**src/sfr_guard_pkg.sv**
```systemverilog
// Package of constants and types for the register privilege checker.
package sfr_guard_pkg;

	// ==========================================================
	// Privilege modes, Gray coded along user, system, super.
	typedef enum logic [1:0] {
		USER_MODE         = 2'b00,
		SYSTEM_MODE       = 2'b01,
		SUPER_SYSTEM_MODE = 2'b11
	} priv_mode_e;

	// Register groups, taken from address bits [7:6].
	typedef enum logic [1:0] {
		SYSTEM_MANAGEMENT_GROUP = 2'b00,
		SEGMENT_CONFIG_GROUP    = 2'b01,
		TEST_GROUP              = 2'b10,
		HW_COMPONENT_GROUP      = 2'b11
	} reg_group_e;

	// Mode change events issued by the core.
	typedef enum logic [2:0] {
		EV_NONE          = 3'h0,
		EV_ENTER_USER    = 3'h1,
		EV_ENTER_SYSTEM  = 3'h2,
		EV_ENTER_SUPER   = 3'h3,
		EV_INTERRUPT     = 3'h4,
		EV_RETURN_IRQ    = 3'h5
	} mode_event_e;

	// Core side register access request.
	typedef struct packed {
		logic       valid;
		logic       write;
		logic [7:0] addr;
		logic [7:0] wdata;
	} core_req_s;

	// ==========================================================
	// Layout of the 256-entry register space.
	localparam int          GROUP_MSB        = 7;
	localparam int          GROUP_LSB        = 6;
	localparam logic [7:0]  USER_EVAL_ADDR   = 8'h00;
	localparam logic [7:0]  WATCHDOG_ADDR    = 8'h01;
	localparam logic [7:0]  SCRATCH_BASE_ADDR = 8'h02;
	localparam logic [7:0]  POLICY_ADDR      = 8'h03;
	localparam logic [7:0]  FEATURE_TMP_ADDR = 8'h04;
	localparam logic [7:0]  FEATURE_PERM_ADDR = 8'h05;
	localparam logic [7:0]  SCRATCH_SEG_ADDR = 8'h40;
	localparam logic [7:0]  CHECKSUM_HI_ADDR = 8'hc0;
	localparam logic [7:0]  CHECKSUM_LO_ADDR = 8'hc1;
	localparam logic [7:0]  KEY_FIRST_ADDR   = 8'hd0;
	localparam logic [7:0]  KEY_LAST_ADDR    = 8'hdf;
	// Policy bit: when set, user mode loses its exception registers.
	localparam int          POLICY_USER_LOCK_BIT = 0;
	localparam logic [7:0]  RESET_VALUE      = 8'h00;
	localparam logic [5:0]  FEATURE_RESET    = 6'h3f;
	localparam int          FEATURE_COUNT    = 6;

	// ==========================================================
	// APB map of the checker's own registers (byte addresses).
	localparam logic [11:0] APB_MODE_OFF     = 12'h000;
	localparam logic [11:0] APB_STATUS_OFF   = 12'h004;
	localparam logic [11:0] APB_MASK_OFF     = 12'h008;
	localparam logic [11:0] APB_FEATURE_OFF  = 12'h00c;
	localparam logic [11:0] APB_VIOL_ADDR_OFF = 12'h010;
	localparam int          STATUS_READ_DENY  = 0;
	localparam int          STATUS_WRITE_DENY = 1;
	localparam int          STATUS_MODE_CHG   = 2;
	localparam logic [2:0]  MASK_RESET        = 3'h0;

endpackage

```
**src/sfr_privilege_access_control.sv**
```systemverilog
// Privilege checker and register file for core special register access.
//
// Implementation choices: the APB register port and the address map.
`timescale 1ns/1ps
// Behaviour
// super mode reaches all four groups.
// system mode reaches all but test group.
// user mode reaches segment and hw groups.
// user may use three system-management exceptions.
// policy config can block user exception registers.
// user cannot read checksum or key registers.
// segment group registers reset to zero.
// security registers have fixed restrictive resets.
// segment writes need system mode, scratch excepted.
// attributes change only via permitted writes.
// mode instructions select user, system, super.
// interrupts and return change mode; checks follow.
// features enabled or disabled temporarily, permanently.
// denied access hides data, flags a violation.
module sfr_privilege_access_control (
	input  wire logic                      clk,
	input  wire logic                      resetn,
	input  wire logic                      clk_en,
	input  wire sfr_guard_pkg::core_req_s  core_req,
	input  wire sfr_guard_pkg::mode_event_e mode_event,
	input  wire logic                      irq_to_super,
	output logic [7:0]                     core_rdata,
	output logic                           core_rvalid,
	output logic                           core_violation,
	output sfr_guard_pkg::priv_mode_e      cur_mode,
	output logic [5:0]                     feature_enable,
	input  wire logic                      psel,
	input  wire logic                      penable,
	input  wire logic                      pwrite,
	input  wire logic [11:0]               paddr,
	input  wire logic [31:0]               pwdata,
	output logic [31:0]                    prdata,
	output logic                           pready,
	output logic                           pslverr,
	output logic                           irq
);

	// ==========================================================
	// State.
	sfr_guard_pkg::priv_mode_e mode_reg;
	sfr_guard_pkg::priv_mode_e saved_mode_reg;
	logic [7:0]  regs_reg [256];
	logic [5:0]  feat_tmp_reg;
	logic [5:0]  feat_perm_reg;
	logic [2:0]  status_reg;
	logic [2:0]  mask_reg;
	logic [7:0]  viol_addr_reg;
	logic        grant;
	logic        user_exc;
	logic        in_key;
	logic        is_scratch;
	logic        deny_rd;
	logic        deny_wr;
	logic        mode_chg;
	logic        apb_rd;
	logic        apb_acc;
	logic        status_clr;
	sfr_guard_pkg::reg_group_e grp;

	assign grp = sfr_guard_pkg::reg_group_e'(
		core_req.addr[sfr_guard_pkg::GROUP_MSB:sfr_guard_pkg::GROUP_LSB]);
	assign in_key = core_req.addr >= sfr_guard_pkg::KEY_FIRST_ADDR &&
		core_req.addr <= sfr_guard_pkg::KEY_LAST_ADDR;
	assign is_scratch = core_req.addr == sfr_guard_pkg::SCRATCH_SEG_ADDR;
	assign apb_acc = psel && penable;
	assign apb_rd = apb_acc && !pwrite;
	assign status_clr = apb_rd && paddr == sfr_guard_pkg::APB_STATUS_OFF;
	assign mode_chg = mode_event != sfr_guard_pkg::EV_NONE;

	// ==========================================================
	// Access decision. The lock bit only removes rights, never adds.
	always_comb begin
		user_exc = (core_req.addr == sfr_guard_pkg::USER_EVAL_ADDR ||
			core_req.addr == sfr_guard_pkg::WATCHDOG_ADDR ||
			core_req.addr == sfr_guard_pkg::SCRATCH_BASE_ADDR) &&
			!regs_reg[sfr_guard_pkg::POLICY_ADDR]
			[sfr_guard_pkg::POLICY_USER_LOCK_BIT];
		case (mode_reg)
			sfr_guard_pkg::SUPER_SYSTEM_MODE: grant = 1'b1;
			sfr_guard_pkg::SYSTEM_MODE:
				grant = grp != sfr_guard_pkg::TEST_GROUP;
			default: begin
				if (grp == sfr_guard_pkg::SEGMENT_CONFIG_GROUP) begin
					grant = !core_req.write || is_scratch;
				end else if (grp == sfr_guard_pkg::HW_COMPONENT_GROUP) begin
					grant = core_req.write || !(in_key ||
						core_req.addr == sfr_guard_pkg::CHECKSUM_HI_ADDR ||
						core_req.addr == sfr_guard_pkg::CHECKSUM_LO_ADDR);
				end else if (grp == sfr_guard_pkg::SYSTEM_MANAGEMENT_GROUP) begin
					grant = user_exc;
				end else begin
					grant = 1'b0;
				end
			end
		endcase
		deny_rd = core_req.valid && !core_req.write && !grant;
		deny_wr = core_req.valid && core_req.write && !grant;
	end

	// ==========================================================
	// Mode tracking; the interrupt saves the mode for the return.
	always_ff @(posedge clk or negedge resetn) begin
		if (!resetn) begin
			mode_reg <= sfr_guard_pkg::SUPER_SYSTEM_MODE;
			saved_mode_reg <= sfr_guard_pkg::SUPER_SYSTEM_MODE;
		end else if (clk_en) begin
			case (mode_event)
				sfr_guard_pkg::EV_ENTER_USER:
					mode_reg <= sfr_guard_pkg::USER_MODE;
				sfr_guard_pkg::EV_ENTER_SYSTEM:
					mode_reg <= sfr_guard_pkg::SYSTEM_MODE;
				sfr_guard_pkg::EV_ENTER_SUPER:
					mode_reg <= sfr_guard_pkg::SUPER_SYSTEM_MODE;
				sfr_guard_pkg::EV_INTERRUPT: begin
					saved_mode_reg <= mode_reg;
					mode_reg <= irq_to_super ?
						sfr_guard_pkg::SUPER_SYSTEM_MODE :
						sfr_guard_pkg::SYSTEM_MODE;
				end
				sfr_guard_pkg::EV_RETURN_IRQ:
					mode_reg <= saved_mode_reg;
				default: mode_reg <= mode_reg;
			endcase
		end
	end

	// ==========================================================
	// Register array; fixed zero reset, no way to preload it.
	always_ff @(posedge clk or negedge resetn) begin
		if (!resetn) begin
			for (int i = 0; i < 256; i++) begin
				regs_reg[i] <= sfr_guard_pkg::RESET_VALUE;
			end
		end else if (clk_en && core_req.valid && core_req.write && grant) begin
			regs_reg[core_req.addr] <= core_req.wdata;
		end
	end

	// Core read data; a denied read returns zero, not the content.
	always_ff @(posedge clk or negedge resetn) begin
		if (!resetn) begin
			core_rdata <= 8'h00;
			core_rvalid <= 1'b0;
			core_violation <= 1'b0;
		end else if (clk_en) begin
			core_rvalid <= core_req.valid && !core_req.write;
			core_rdata <= (core_req.valid && !core_req.write && grant) ?
				regs_reg[core_req.addr] : 8'h00;
			core_violation <= deny_rd || deny_wr;
		end
	end

	// ==========================================================
	// Features: temporary bits follow the register, permanent
	// disables are sticky until reset, so a later write cannot undo.
	always_ff @(posedge clk or negedge resetn) begin
		if (!resetn) begin
			feat_tmp_reg <= sfr_guard_pkg::FEATURE_RESET;
			feat_perm_reg <= sfr_guard_pkg::FEATURE_RESET;
		end else if (clk_en && core_req.valid && core_req.write && grant) begin
			if (core_req.addr == sfr_guard_pkg::FEATURE_TMP_ADDR) begin
				feat_tmp_reg <= core_req.wdata[5:0];
			end else if (core_req.addr == sfr_guard_pkg::FEATURE_PERM_ADDR) begin
				feat_perm_reg <= feat_perm_reg & core_req.wdata[5:0];
			end
		end
	end

	// Feature outputs per feature.
	for (genvar f = 0; f < sfr_guard_pkg::FEATURE_COUNT; f++) begin : g_feat
		always_ff @(posedge clk or negedge resetn) begin
			if (!resetn) begin
				feature_enable[f] <= 1'b0;
			end else if (clk_en) begin
				feature_enable[f] <= feat_tmp_reg[f] && feat_perm_reg[f];
			end
		end
	end

	// Registered mode output.
	always_ff @(posedge clk or negedge resetn) begin
		if (!resetn) begin
			cur_mode <= sfr_guard_pkg::SUPER_SYSTEM_MODE;
		end else if (clk_en) begin
			cur_mode <= mode_reg;
		end
	end

	// ==========================================================
	// Sticky status; set wins over the clear-on-read.
	always_ff @(posedge clk or negedge resetn) begin
		if (!resetn) begin
			status_reg <= 3'h0;
			viol_addr_reg <= 8'h00;
		end else if (clk_en) begin
			// A read clears only the bits it reported in its setup cycle,
			// so an event landing between setup and access is kept.
			status_reg <= (status_reg &
				~(status_clr ? prdata[2:0] : 3'h0)) |
				{mode_chg, deny_wr, deny_rd};
			if (deny_rd || deny_wr) begin
				viol_addr_reg <= core_req.addr;
			end
		end
	end

	// APB slave: zero wait states, unmapped address gives pslverr.
	always_ff @(posedge clk or negedge resetn) begin
		if (!resetn) begin
			mask_reg <= sfr_guard_pkg::MASK_RESET;
			prdata <= 32'h0;
			pready <= 1'b0;
			pslverr <= 1'b0;
		end else if (clk_en) begin
			pready <= psel && !penable;
			pslverr <= 1'b0;
			prdata <= 32'h0;
			if (psel && !penable) begin
				if (paddr == sfr_guard_pkg::APB_MODE_OFF) begin
					prdata <= {30'h0, mode_reg};
				end else if (paddr == sfr_guard_pkg::APB_STATUS_OFF) begin
					prdata <= {29'h0, status_reg};
				end else if (paddr == sfr_guard_pkg::APB_MASK_OFF) begin
					prdata <= {29'h0, mask_reg};
				end else if (paddr == sfr_guard_pkg::APB_FEATURE_OFF) begin
					prdata <= {26'h0, feat_tmp_reg & feat_perm_reg};
				end else if (paddr == sfr_guard_pkg::APB_VIOL_ADDR_OFF) begin
					prdata <= {24'h0, viol_addr_reg};
				end else begin
					pslverr <= 1'b1;
				end
			end
			if (apb_acc && pwrite && paddr == sfr_guard_pkg::APB_MASK_OFF) begin
				mask_reg <= pwdata[2:0];
			end
		end
	end

	// Interrupt output from a flop.
	always_ff @(posedge clk or negedge resetn) begin
		if (!resetn) begin
			irq <= 1'b0;
		end else if (clk_en) begin
			irq <= |(status_reg & mask_reg);
		end
	end

	// ==========================================================
	// Checks. Each one watches what the logic above drives.
	a_test_denied: assert property (
		@(posedge clk) disable iff (!resetn)
		clk_en && core_req.valid && mode_reg == sfr_guard_pkg::SYSTEM_MODE &&
		grp == sfr_guard_pkg::TEST_GROUP |=> core_violation)
		else $error("System mode reached the test group.");
	a_super_all: assert property (
		@(posedge clk) disable iff (!resetn)
		clk_en && core_req.valid &&
		mode_reg == sfr_guard_pkg::SUPER_SYSTEM_MODE |=> !core_violation)
		else $error("Super mode access was refused.");
	a_user_key_read: assert property (
		@(posedge clk) disable iff (!resetn)
		clk_en && core_req.valid && !core_req.write && in_key &&
		mode_reg == sfr_guard_pkg::USER_MODE |=> core_rdata == 8'h00)
		else $error("User mode read key material.");
	a_user_sysmgmt: assert property (
		@(posedge clk) disable iff (!resetn)
		clk_en && core_req.valid && mode_reg == sfr_guard_pkg::USER_MODE &&
		grp == sfr_guard_pkg::SYSTEM_MANAGEMENT_GROUP && !user_exc
		|=> core_violation)
		else $error("User mode reached a system register.");
	a_user_exc: assert property (
		@(posedge clk) disable iff (!resetn)
		clk_en && core_req.valid && mode_reg == sfr_guard_pkg::USER_MODE &&
		core_req.addr == sfr_guard_pkg::WATCHDOG_ADDR &&
		!regs_reg[sfr_guard_pkg::POLICY_ADDR]
		[sfr_guard_pkg::POLICY_USER_LOCK_BIT] |=> !core_violation)
		else $error("User watchdog access was refused.");
	a_seg_write: assert property (
		@(posedge clk) disable iff (!resetn)
		clk_en && core_req.valid && core_req.write && !is_scratch &&
		mode_reg == sfr_guard_pkg::USER_MODE &&
		grp == sfr_guard_pkg::SEGMENT_CONFIG_GROUP
		|=> regs_reg[$past(core_req.addr)] ==
		$past(regs_reg[core_req.addr]))
		else $error("User mode changed a segment register.");
	a_enter_user: assert property (
		@(posedge clk) disable iff (!resetn)
		clk_en && mode_event == sfr_guard_pkg::EV_ENTER_USER
		|=> mode_reg == sfr_guard_pkg::USER_MODE ##1 cur_mode == mode_reg)
		else $error("Mode did not switch to user.");
	a_irq_return: assert property (
		@(posedge clk) disable iff (!resetn)
		clk_en && mode_event == sfr_guard_pkg::EV_INTERRUPT ##1
		clk_en && mode_event == sfr_guard_pkg::EV_RETURN_IRQ
		|=> mode_reg == $past(mode_reg, 2))
		else $error("Return did not restore the mode.");
	a_perm_sticky: assert property (
		@(posedge clk) disable iff (!resetn)
		clk_en |=> (feat_perm_reg & ~$past(feat_perm_reg)) == 6'h00)
		else $error("Permanent disable was undone.");
	a_deny_hides: assert property (
		@(posedge clk) disable iff (!resetn)
		clk_en && deny_rd |=> core_violation && core_rdata == 8'h00)
		else $error("A denied read showed register content.");

endmodule

```
**config.mk**
```make
export PLATFORM = sky130hd
export DESIGN_NAME = sfr_privilege_access_control
export DESIGN_NICKNAME = d
export VERILOG_FILES = /design/src/sfr_guard_pkg.sv /design/src/sfr_privilege_access_control.sv
export SDC_FILE = /design/constraint.sdc
export NUM_CORES = 2
export LEC_CHECK = 0
export BUFFER_PORTS_ARGS = -buffer_cell sky130_fd_sc_hd__buf_2
export CAP_MARGIN = 30
export CORE_MARGIN = 3
export CORE_UTILIZATION = 68
export DETAILED_ROUTE_END_ITERATION = 16
export HOLD_SLACK_MARGIN = 0.1
export PLACE_DENSITY = 0.85
export SYNTH_ARGS = -nofsm -noshare
export SYNTH_HDL_FRONTEND = slang
export SYNTH_SLANG_ARGS = --single-unit
```
**constraint.sdc**
```tcl
create_clock -name clk -period 4.8 [get_ports clk]
set_input_delay 0.96 -clock clk [delete_from_list [all_inputs] [get_ports clk]]
set_output_delay 0.96 -clock clk [all_outputs]
set_load 0.005 [all_outputs]
```
; Word-level counts from Yosys, hierarchy flattened
; Index checks and enable logic that the tools add are counted.
[totals]
reg_bits = 2131
mem_bits_rw = 0
out_inout_bits = 53
word_cells = 384
latchBits = 0
mem_count = 0
input_bits = 72
rom_bits = 0
[op_classes]
multipliers = 0
reduce_logical = 48
n_div = 0
shifts = 0
eq_ne = 21
add_sub_neg = 0
mux = 26
order_cmp = 4
bitwise = 8
[ops]
columns = op, n
row1 = bitwise mux 2048 bit, 1
row2 = two-way mux 8 bit, 10
row3 = binary-select mux 8 bit (select 8 bit), 1
row4 = demux 8 bit (select 8 bit), 1
row5 = "equality test 12 x 4 -> 1 bit, second input constant", 2
row6 = logical AND 1 bit, 23
row7 = "equality test 8 x 3 -> 1 bit, second input constant", 2
row8 = "equality test 8 bit, second input constant", 2
row9 = AND 6 bit, 2
row10 = "equality test 12 x 3 -> 1 bit, second input constant", 1
row11 = "equality test 12 x 5 -> 1 bit, second input constant", 1
row12 = logical NOT 12 bit, 1
row13 = one-hot mux 2 bit (5 select lines), 1
row14 = AND reduction 2 bit, 5
row15 = "greater-or-equal comparator 9 bit, second input constant", 1
row16 = "less-than comparator 9 x 1 -> 1 bit, second input constant", 1
row17 = two-way mux 1 bit, 9
row18 = NOT 8 -> 9 bit, 1
row19 = "equality test 8 x 1 -> 1 bit, second input constant", 1
row20 = "equality test 8 x 2 -> 1 bit, second input constant", 1
row21 = "equality test 8 x 7 -> 1 bit, second input constant", 1
row22 = "greater-or-equal comparator 8 bit, second input constant", 1
row23 = "<= comparator 8 bit, second input constant", 1
row24 = logical NOT 8 bit, 1
row25 = 20 further kinds, 36

; Longest topological paths before layout
[depth]
depth_word = 13
mapped_depth = 13

; Least setup slack after synthesis
; Ideal clock, no wire load.
[synth_timing]
path_type = in2reg
startpoint = input port core_req[13] (netlist bit)
endpoint = register regs_reg[1192] (netlist bit)
cell_stages = 11
required_time_ps = 4675
t_arrival_ps = 3493
slack_ps = 1183
path_cell_list = buf_2 -> or4_1 -> nor4_1 -> a211oi_1 -> a211o_1 -> buf_2 -> buf_2 -> nor3_1 -> buf_2 -> nand2_1 -> mux2_2
[synth_via]
elab_chain_cells = 10
[synth_rtl]
columns = element, line_no
row1 = start: declaration, sfr_privilege_access_control.sv:24  ; input wire sfr_guard_pkg::core_req_s core_req,
row2 = greater-or-equal comparator 8 bit or <= comparator 8 bit (tied branches), "sfr_privilege_access_control.sv:67, sfr_privilege_access_control.sv:68"
row3 = logical AND 1 bit, sfr_privilege_access_control.sv:67  ; assign in_key = core_req.addr >= sfr_guard_pkg::KEY_FIRST_ADDR &&
row4 = logical OR 1 bit, sfr_privilege_access_control.sv:91  ; grant = core_req.write || !(in_key ||
row5 = logical OR 1 bit, sfr_privilege_access_control.sv:92  ; core_req.addr == sfr_guard_pkg::CHECKSUM_HI_ADDR ||
row6 = logical NOT 1 bit, sfr_privilege_access_control.sv:91
row7 = logical OR 1 bit, sfr_privilege_access_control.sv:91
row8 = two-way mux 1 bit, sfr_privilege_access_control.sv:90  ; end else if (grp == sfr_guard_pkg::HW_COMPONENT_GROUP) begin
row9 = two-way mux 1 bit, sfr_privilege_access_control.sv:88  ; if (grp == sfr_guard_pkg::SEGMENT_CONFIG_GROUP) begin
row10 = one-hot mux 1 bit (2 select lines), sfr_privilege_access_control.sv:83  ; case (mode_reg)
row11 = logical AND 1 bit, sfr_privilege_access_control.sv:139  ; end else if (clk_en && core_req.valid && core_req.write && grant) begin
row12 = end signal: indexed assignment, sfr_privilege_access_control.sv:137  ; regs_reg[i] <= sfr_guard_pkg::RESET_VALUE;
row13 = end signal: indexed assignment, sfr_privilege_access_control.sv:140  ; regs_reg[core_req.addr] <= core_req.wdata;
row14 = end: declaration, sfr_privilege_access_control.sv:47  ; logic [7:0] regs_reg [256];
; Parallel ways exist; a longest one is shown, timed or not.
; A chain may end at the register's enable or synchronous reset.

; Worst setup path after layout
[layout_timing]
startpoint = input port core_req[13] (netlist bit)
endpoint = register regs_reg[979] (netlist bit)
; The elaborated chain is that of the path after synthesis.

==> qor.yml <==
placement.cell_area_sq_um: 99530
placementRows: 137
cpMaxStageDelayCell: "nor3_4"
post-route-period-util_pct: 80.94
slowest_delay_ns: 0.76
fmax_mhz: 257.4
final_layout_size_suffix_gt1_share_pct: 49.07
synth_cell_types: 68
synth_top_cell_area_share_pct: 54.55
antenna_found_initial: 22
design_area_sq_um: 106700
io_pins: 125
failed_checks: "max-slew violations"
endpoint: "regs_reg[979]"
final_max_slew_viol_count: 29
drtPass1Iterations: 9
synth_ff_type: "dfrtp_1"
status: "finished with violations"
path_depth: 10
core_area_sq_um: 139700
ys_top_cells_by_count: "dfrtp_1 (2089), mux2_2 (1990), mux4_2 (483)"
ant_nets: 0
syn_area_per_cell_sq_um: 15.19
finalWirelength_um: 283100
crit_type: "primary input to flip-flop"
die_h_um: 381.4
track_usage_pct: 39.42
timing.rr.end: "regs_reg[979]"
rsz0062_at_grt: "false"
largest_reg_flops: 2048
mappedNetlistArea_sq_um: 95830
grt_pass1_wl_um: 421100
nets: 6503
multi_input_area_sq_um: 41120
drt_iter0_drc: 7161
final_util_pct: 76.35
wl_per_cell_um: 33.32
synth-seq-cells: 2107
syn-instance-count: 6307
cts_sinks: 2107
cp.arrival_ns: 4.60
regArea_sq_um: 52750
cts_tree: "yes"
die_area_sq_um: 145500
synth_edf_count: 0
crit_chain: "buf_2 -> or4_1 -> nor4_1 -> a211oi_1 -> a211o_1 -> buf_4 -> nor3_4 -> buf_4 -> nand2_1 -> mux2_2"
path_buf_inv: 3
worst_ep_required_time_ns: 5.52
area_growth_pct: 11.31
chipWidth_um: 381.4
n_fill_cell: 7679
yosys.area.top_type: "dfrtp_1"
cts_made_buffers: 204
worst_path_most_repeated_cell: "buf_4"
ys_warn_count: 0
cts.path.max_buffers: 3
htreeDepth: 4
ff2ff_path_depth: 8
cp-startpoint: "core_req[13]"
slew_headroom_pct: -4.188
crit_fanout: 14
start_kind: "primary input"
hold_path.class: "primary input to flip-flop"
detailed_place_hpwl_um: 177700
start_util_pct: 68.60
vias: 61100
post_cts_buffers: 0
cts.reportedPaths.clkPinSlew_ns: 0.06
setup_violations: 0
path_delay_family: "simple AND/OR/NAND/NOR gates"
powerDensity_nw_per_um2: 347.9
worstMarginPinSlew_ns: 1.563
drc: 0
numPortBuffers: 71
place_congestion: 0.9753
vdd_drop_max_uv: 296.7
skew_ns: 0.05285
grt_pass1_vias: 62860
clock_latency_ns: 0.88
finalPower_mw: 37.11
overflow: 0
tns_ns: 0
reg2reg_setup_slack_ns: 1.38
synthTopCellsByArea: "dfrtp_1 (55%), mux2_2 (23%), mux4_2 (11%)"
clock_tree.root_cell: "clkbuf_16"
cap_violations: 0
r2r-start: "mode_reg[0]"
async_flop_share_pct: 100.0
critPathCaptureType: "flip-flop"
synth.most_common_cell: "dfrtp_1"
p_leak_nw: 52.21
ctsResizeCount: 0
grt_max_degree: 158
period_needed_ns: 3.885
hold_viol: 0
yosysSeqAreaShare_pct: 55.04
vias_per_cell: 7.191
==> stage by stage <==
| step | std cells | hold slack (ns) | setup WS [ns] |
|---|---|---|---|
| after floorplan | 6330 | 0.4408 | 1.183 |
| after global placement | 8094 | 0.4470 | 0.2999 |
| after detailed placement | 8094 | 0.4495 | 0.2601 |
| after CTS | 8470 | 0.2360 | 1.131 |
| after global routing | 8480 | 0.3243 | 0.9794 |
| final | 8497 | 0.3368 | 0.9147 |
==> how the worst min path moves through the flow <==
stage                          start          endpoint  slack (ns)  cells after the start
floorplan           feat_perm_reg[2]  feat_perm_reg[2]        0.44                      1
global placement    feat_perm_reg[2]  feat_perm_reg[2]        0.45                      1
detailed placement  feat_perm_reg[2]  feat_perm_reg[2]        0.45                      1
CTS                           resetn    regs_reg[1115]        0.24                      1
global route               pwdata[2]       mask_reg[2]        0.32                      2
finish                     pwdata[2]       mask_reg[2]        0.34                      2
==> per-layer routing <==
| metal | routed length, um | global-route usage (%) | share of wire [%] | vias to the layer above |
|---|---|---|---|---|
| li1 | - | - | - | 23820 |
| met1 | 103400 | 51.69 | 37 | 32320 |
| met2 | 124600 | 56.70 | 44 | 3832 |
| met3 | 35200 | 15.07 | 12 | 1098 |
| met4 | 19400 | 22.36 | 6.9 | 30 |
| met5 | 542 | 2.513 | 0.19 | - |
==> cell usage in the layout (no fill, tap or decap), types with 16 or more instances in the layout <==
master	netlist	routed
nand3_1	31	31
dfrtp_1	2089	2089
bufinv_16	0	16
mux2_1	80	80
a21oi_1	38	38
buf_2	88	58
nand2_1	332	332
clkbuf_16	0	209
a31oi_1	21	21
nor2_1	115	108
conb_1	1	24
dfstp_2	18	18
clkbuf_1	334	59
clkinv_2	0	27
clkbuf_8	0	55
o22ai_1	43	43
mux2i_1	134	134
o21ai_0	51	51
nand4_1	16	16
buf_4	30	278
diode_2	0	20
mux4_2	483	483
inv_1	18	17
buf_12	0	35
nor3_1	48	42
mux2_2	1990	1990
a22oi_1	75	75
==> cell type report <==
| class | instances | share of cell area [%] |
|---|---|---|
| Antenna cell | 20 | 0.04692 |
| Timing Repair Buffer | 390 | 3.168 |
| Clock inverter | 61 | 0.7953 |
| Multi-Input combinational cell | 3709 | 38.55 |
| Sequential cell | 2107 | 49.45 |
| Tap cell | 1876 | 2.200 |
| Inverter | 19 | 0.06920 |
| Clock buffer | 315 | 5.717 |
==> power breakdown <==
part / internal [mW] / switching (mW)
clock: 9.61 / 7.01
sequential: 18.0 / 0.150
combinational: 0.716 / 1.60
==> cells by family after synthesis <==
family                 after synthesis  share of synthesized area [%]
AO/OA/AOI/OAI                      350                          2.559
buffers and inverters              514                          2.246
flip-flops                        2107                          55.04
multiplexers                      2687                          37.07
other                                1                       0.003913
AND/OR/NAND/NOR                    648                          3.073
==> repair_timing <==
| item | 4_1_cts | 5_1_grt |
|---|---|---|
| hold buffers | 0 | 1 |
| setup endpoints to repair | 0 | 0 |
| hold endpoints to repair | 0 | 8 |
(Power assumes the default switching activity.)
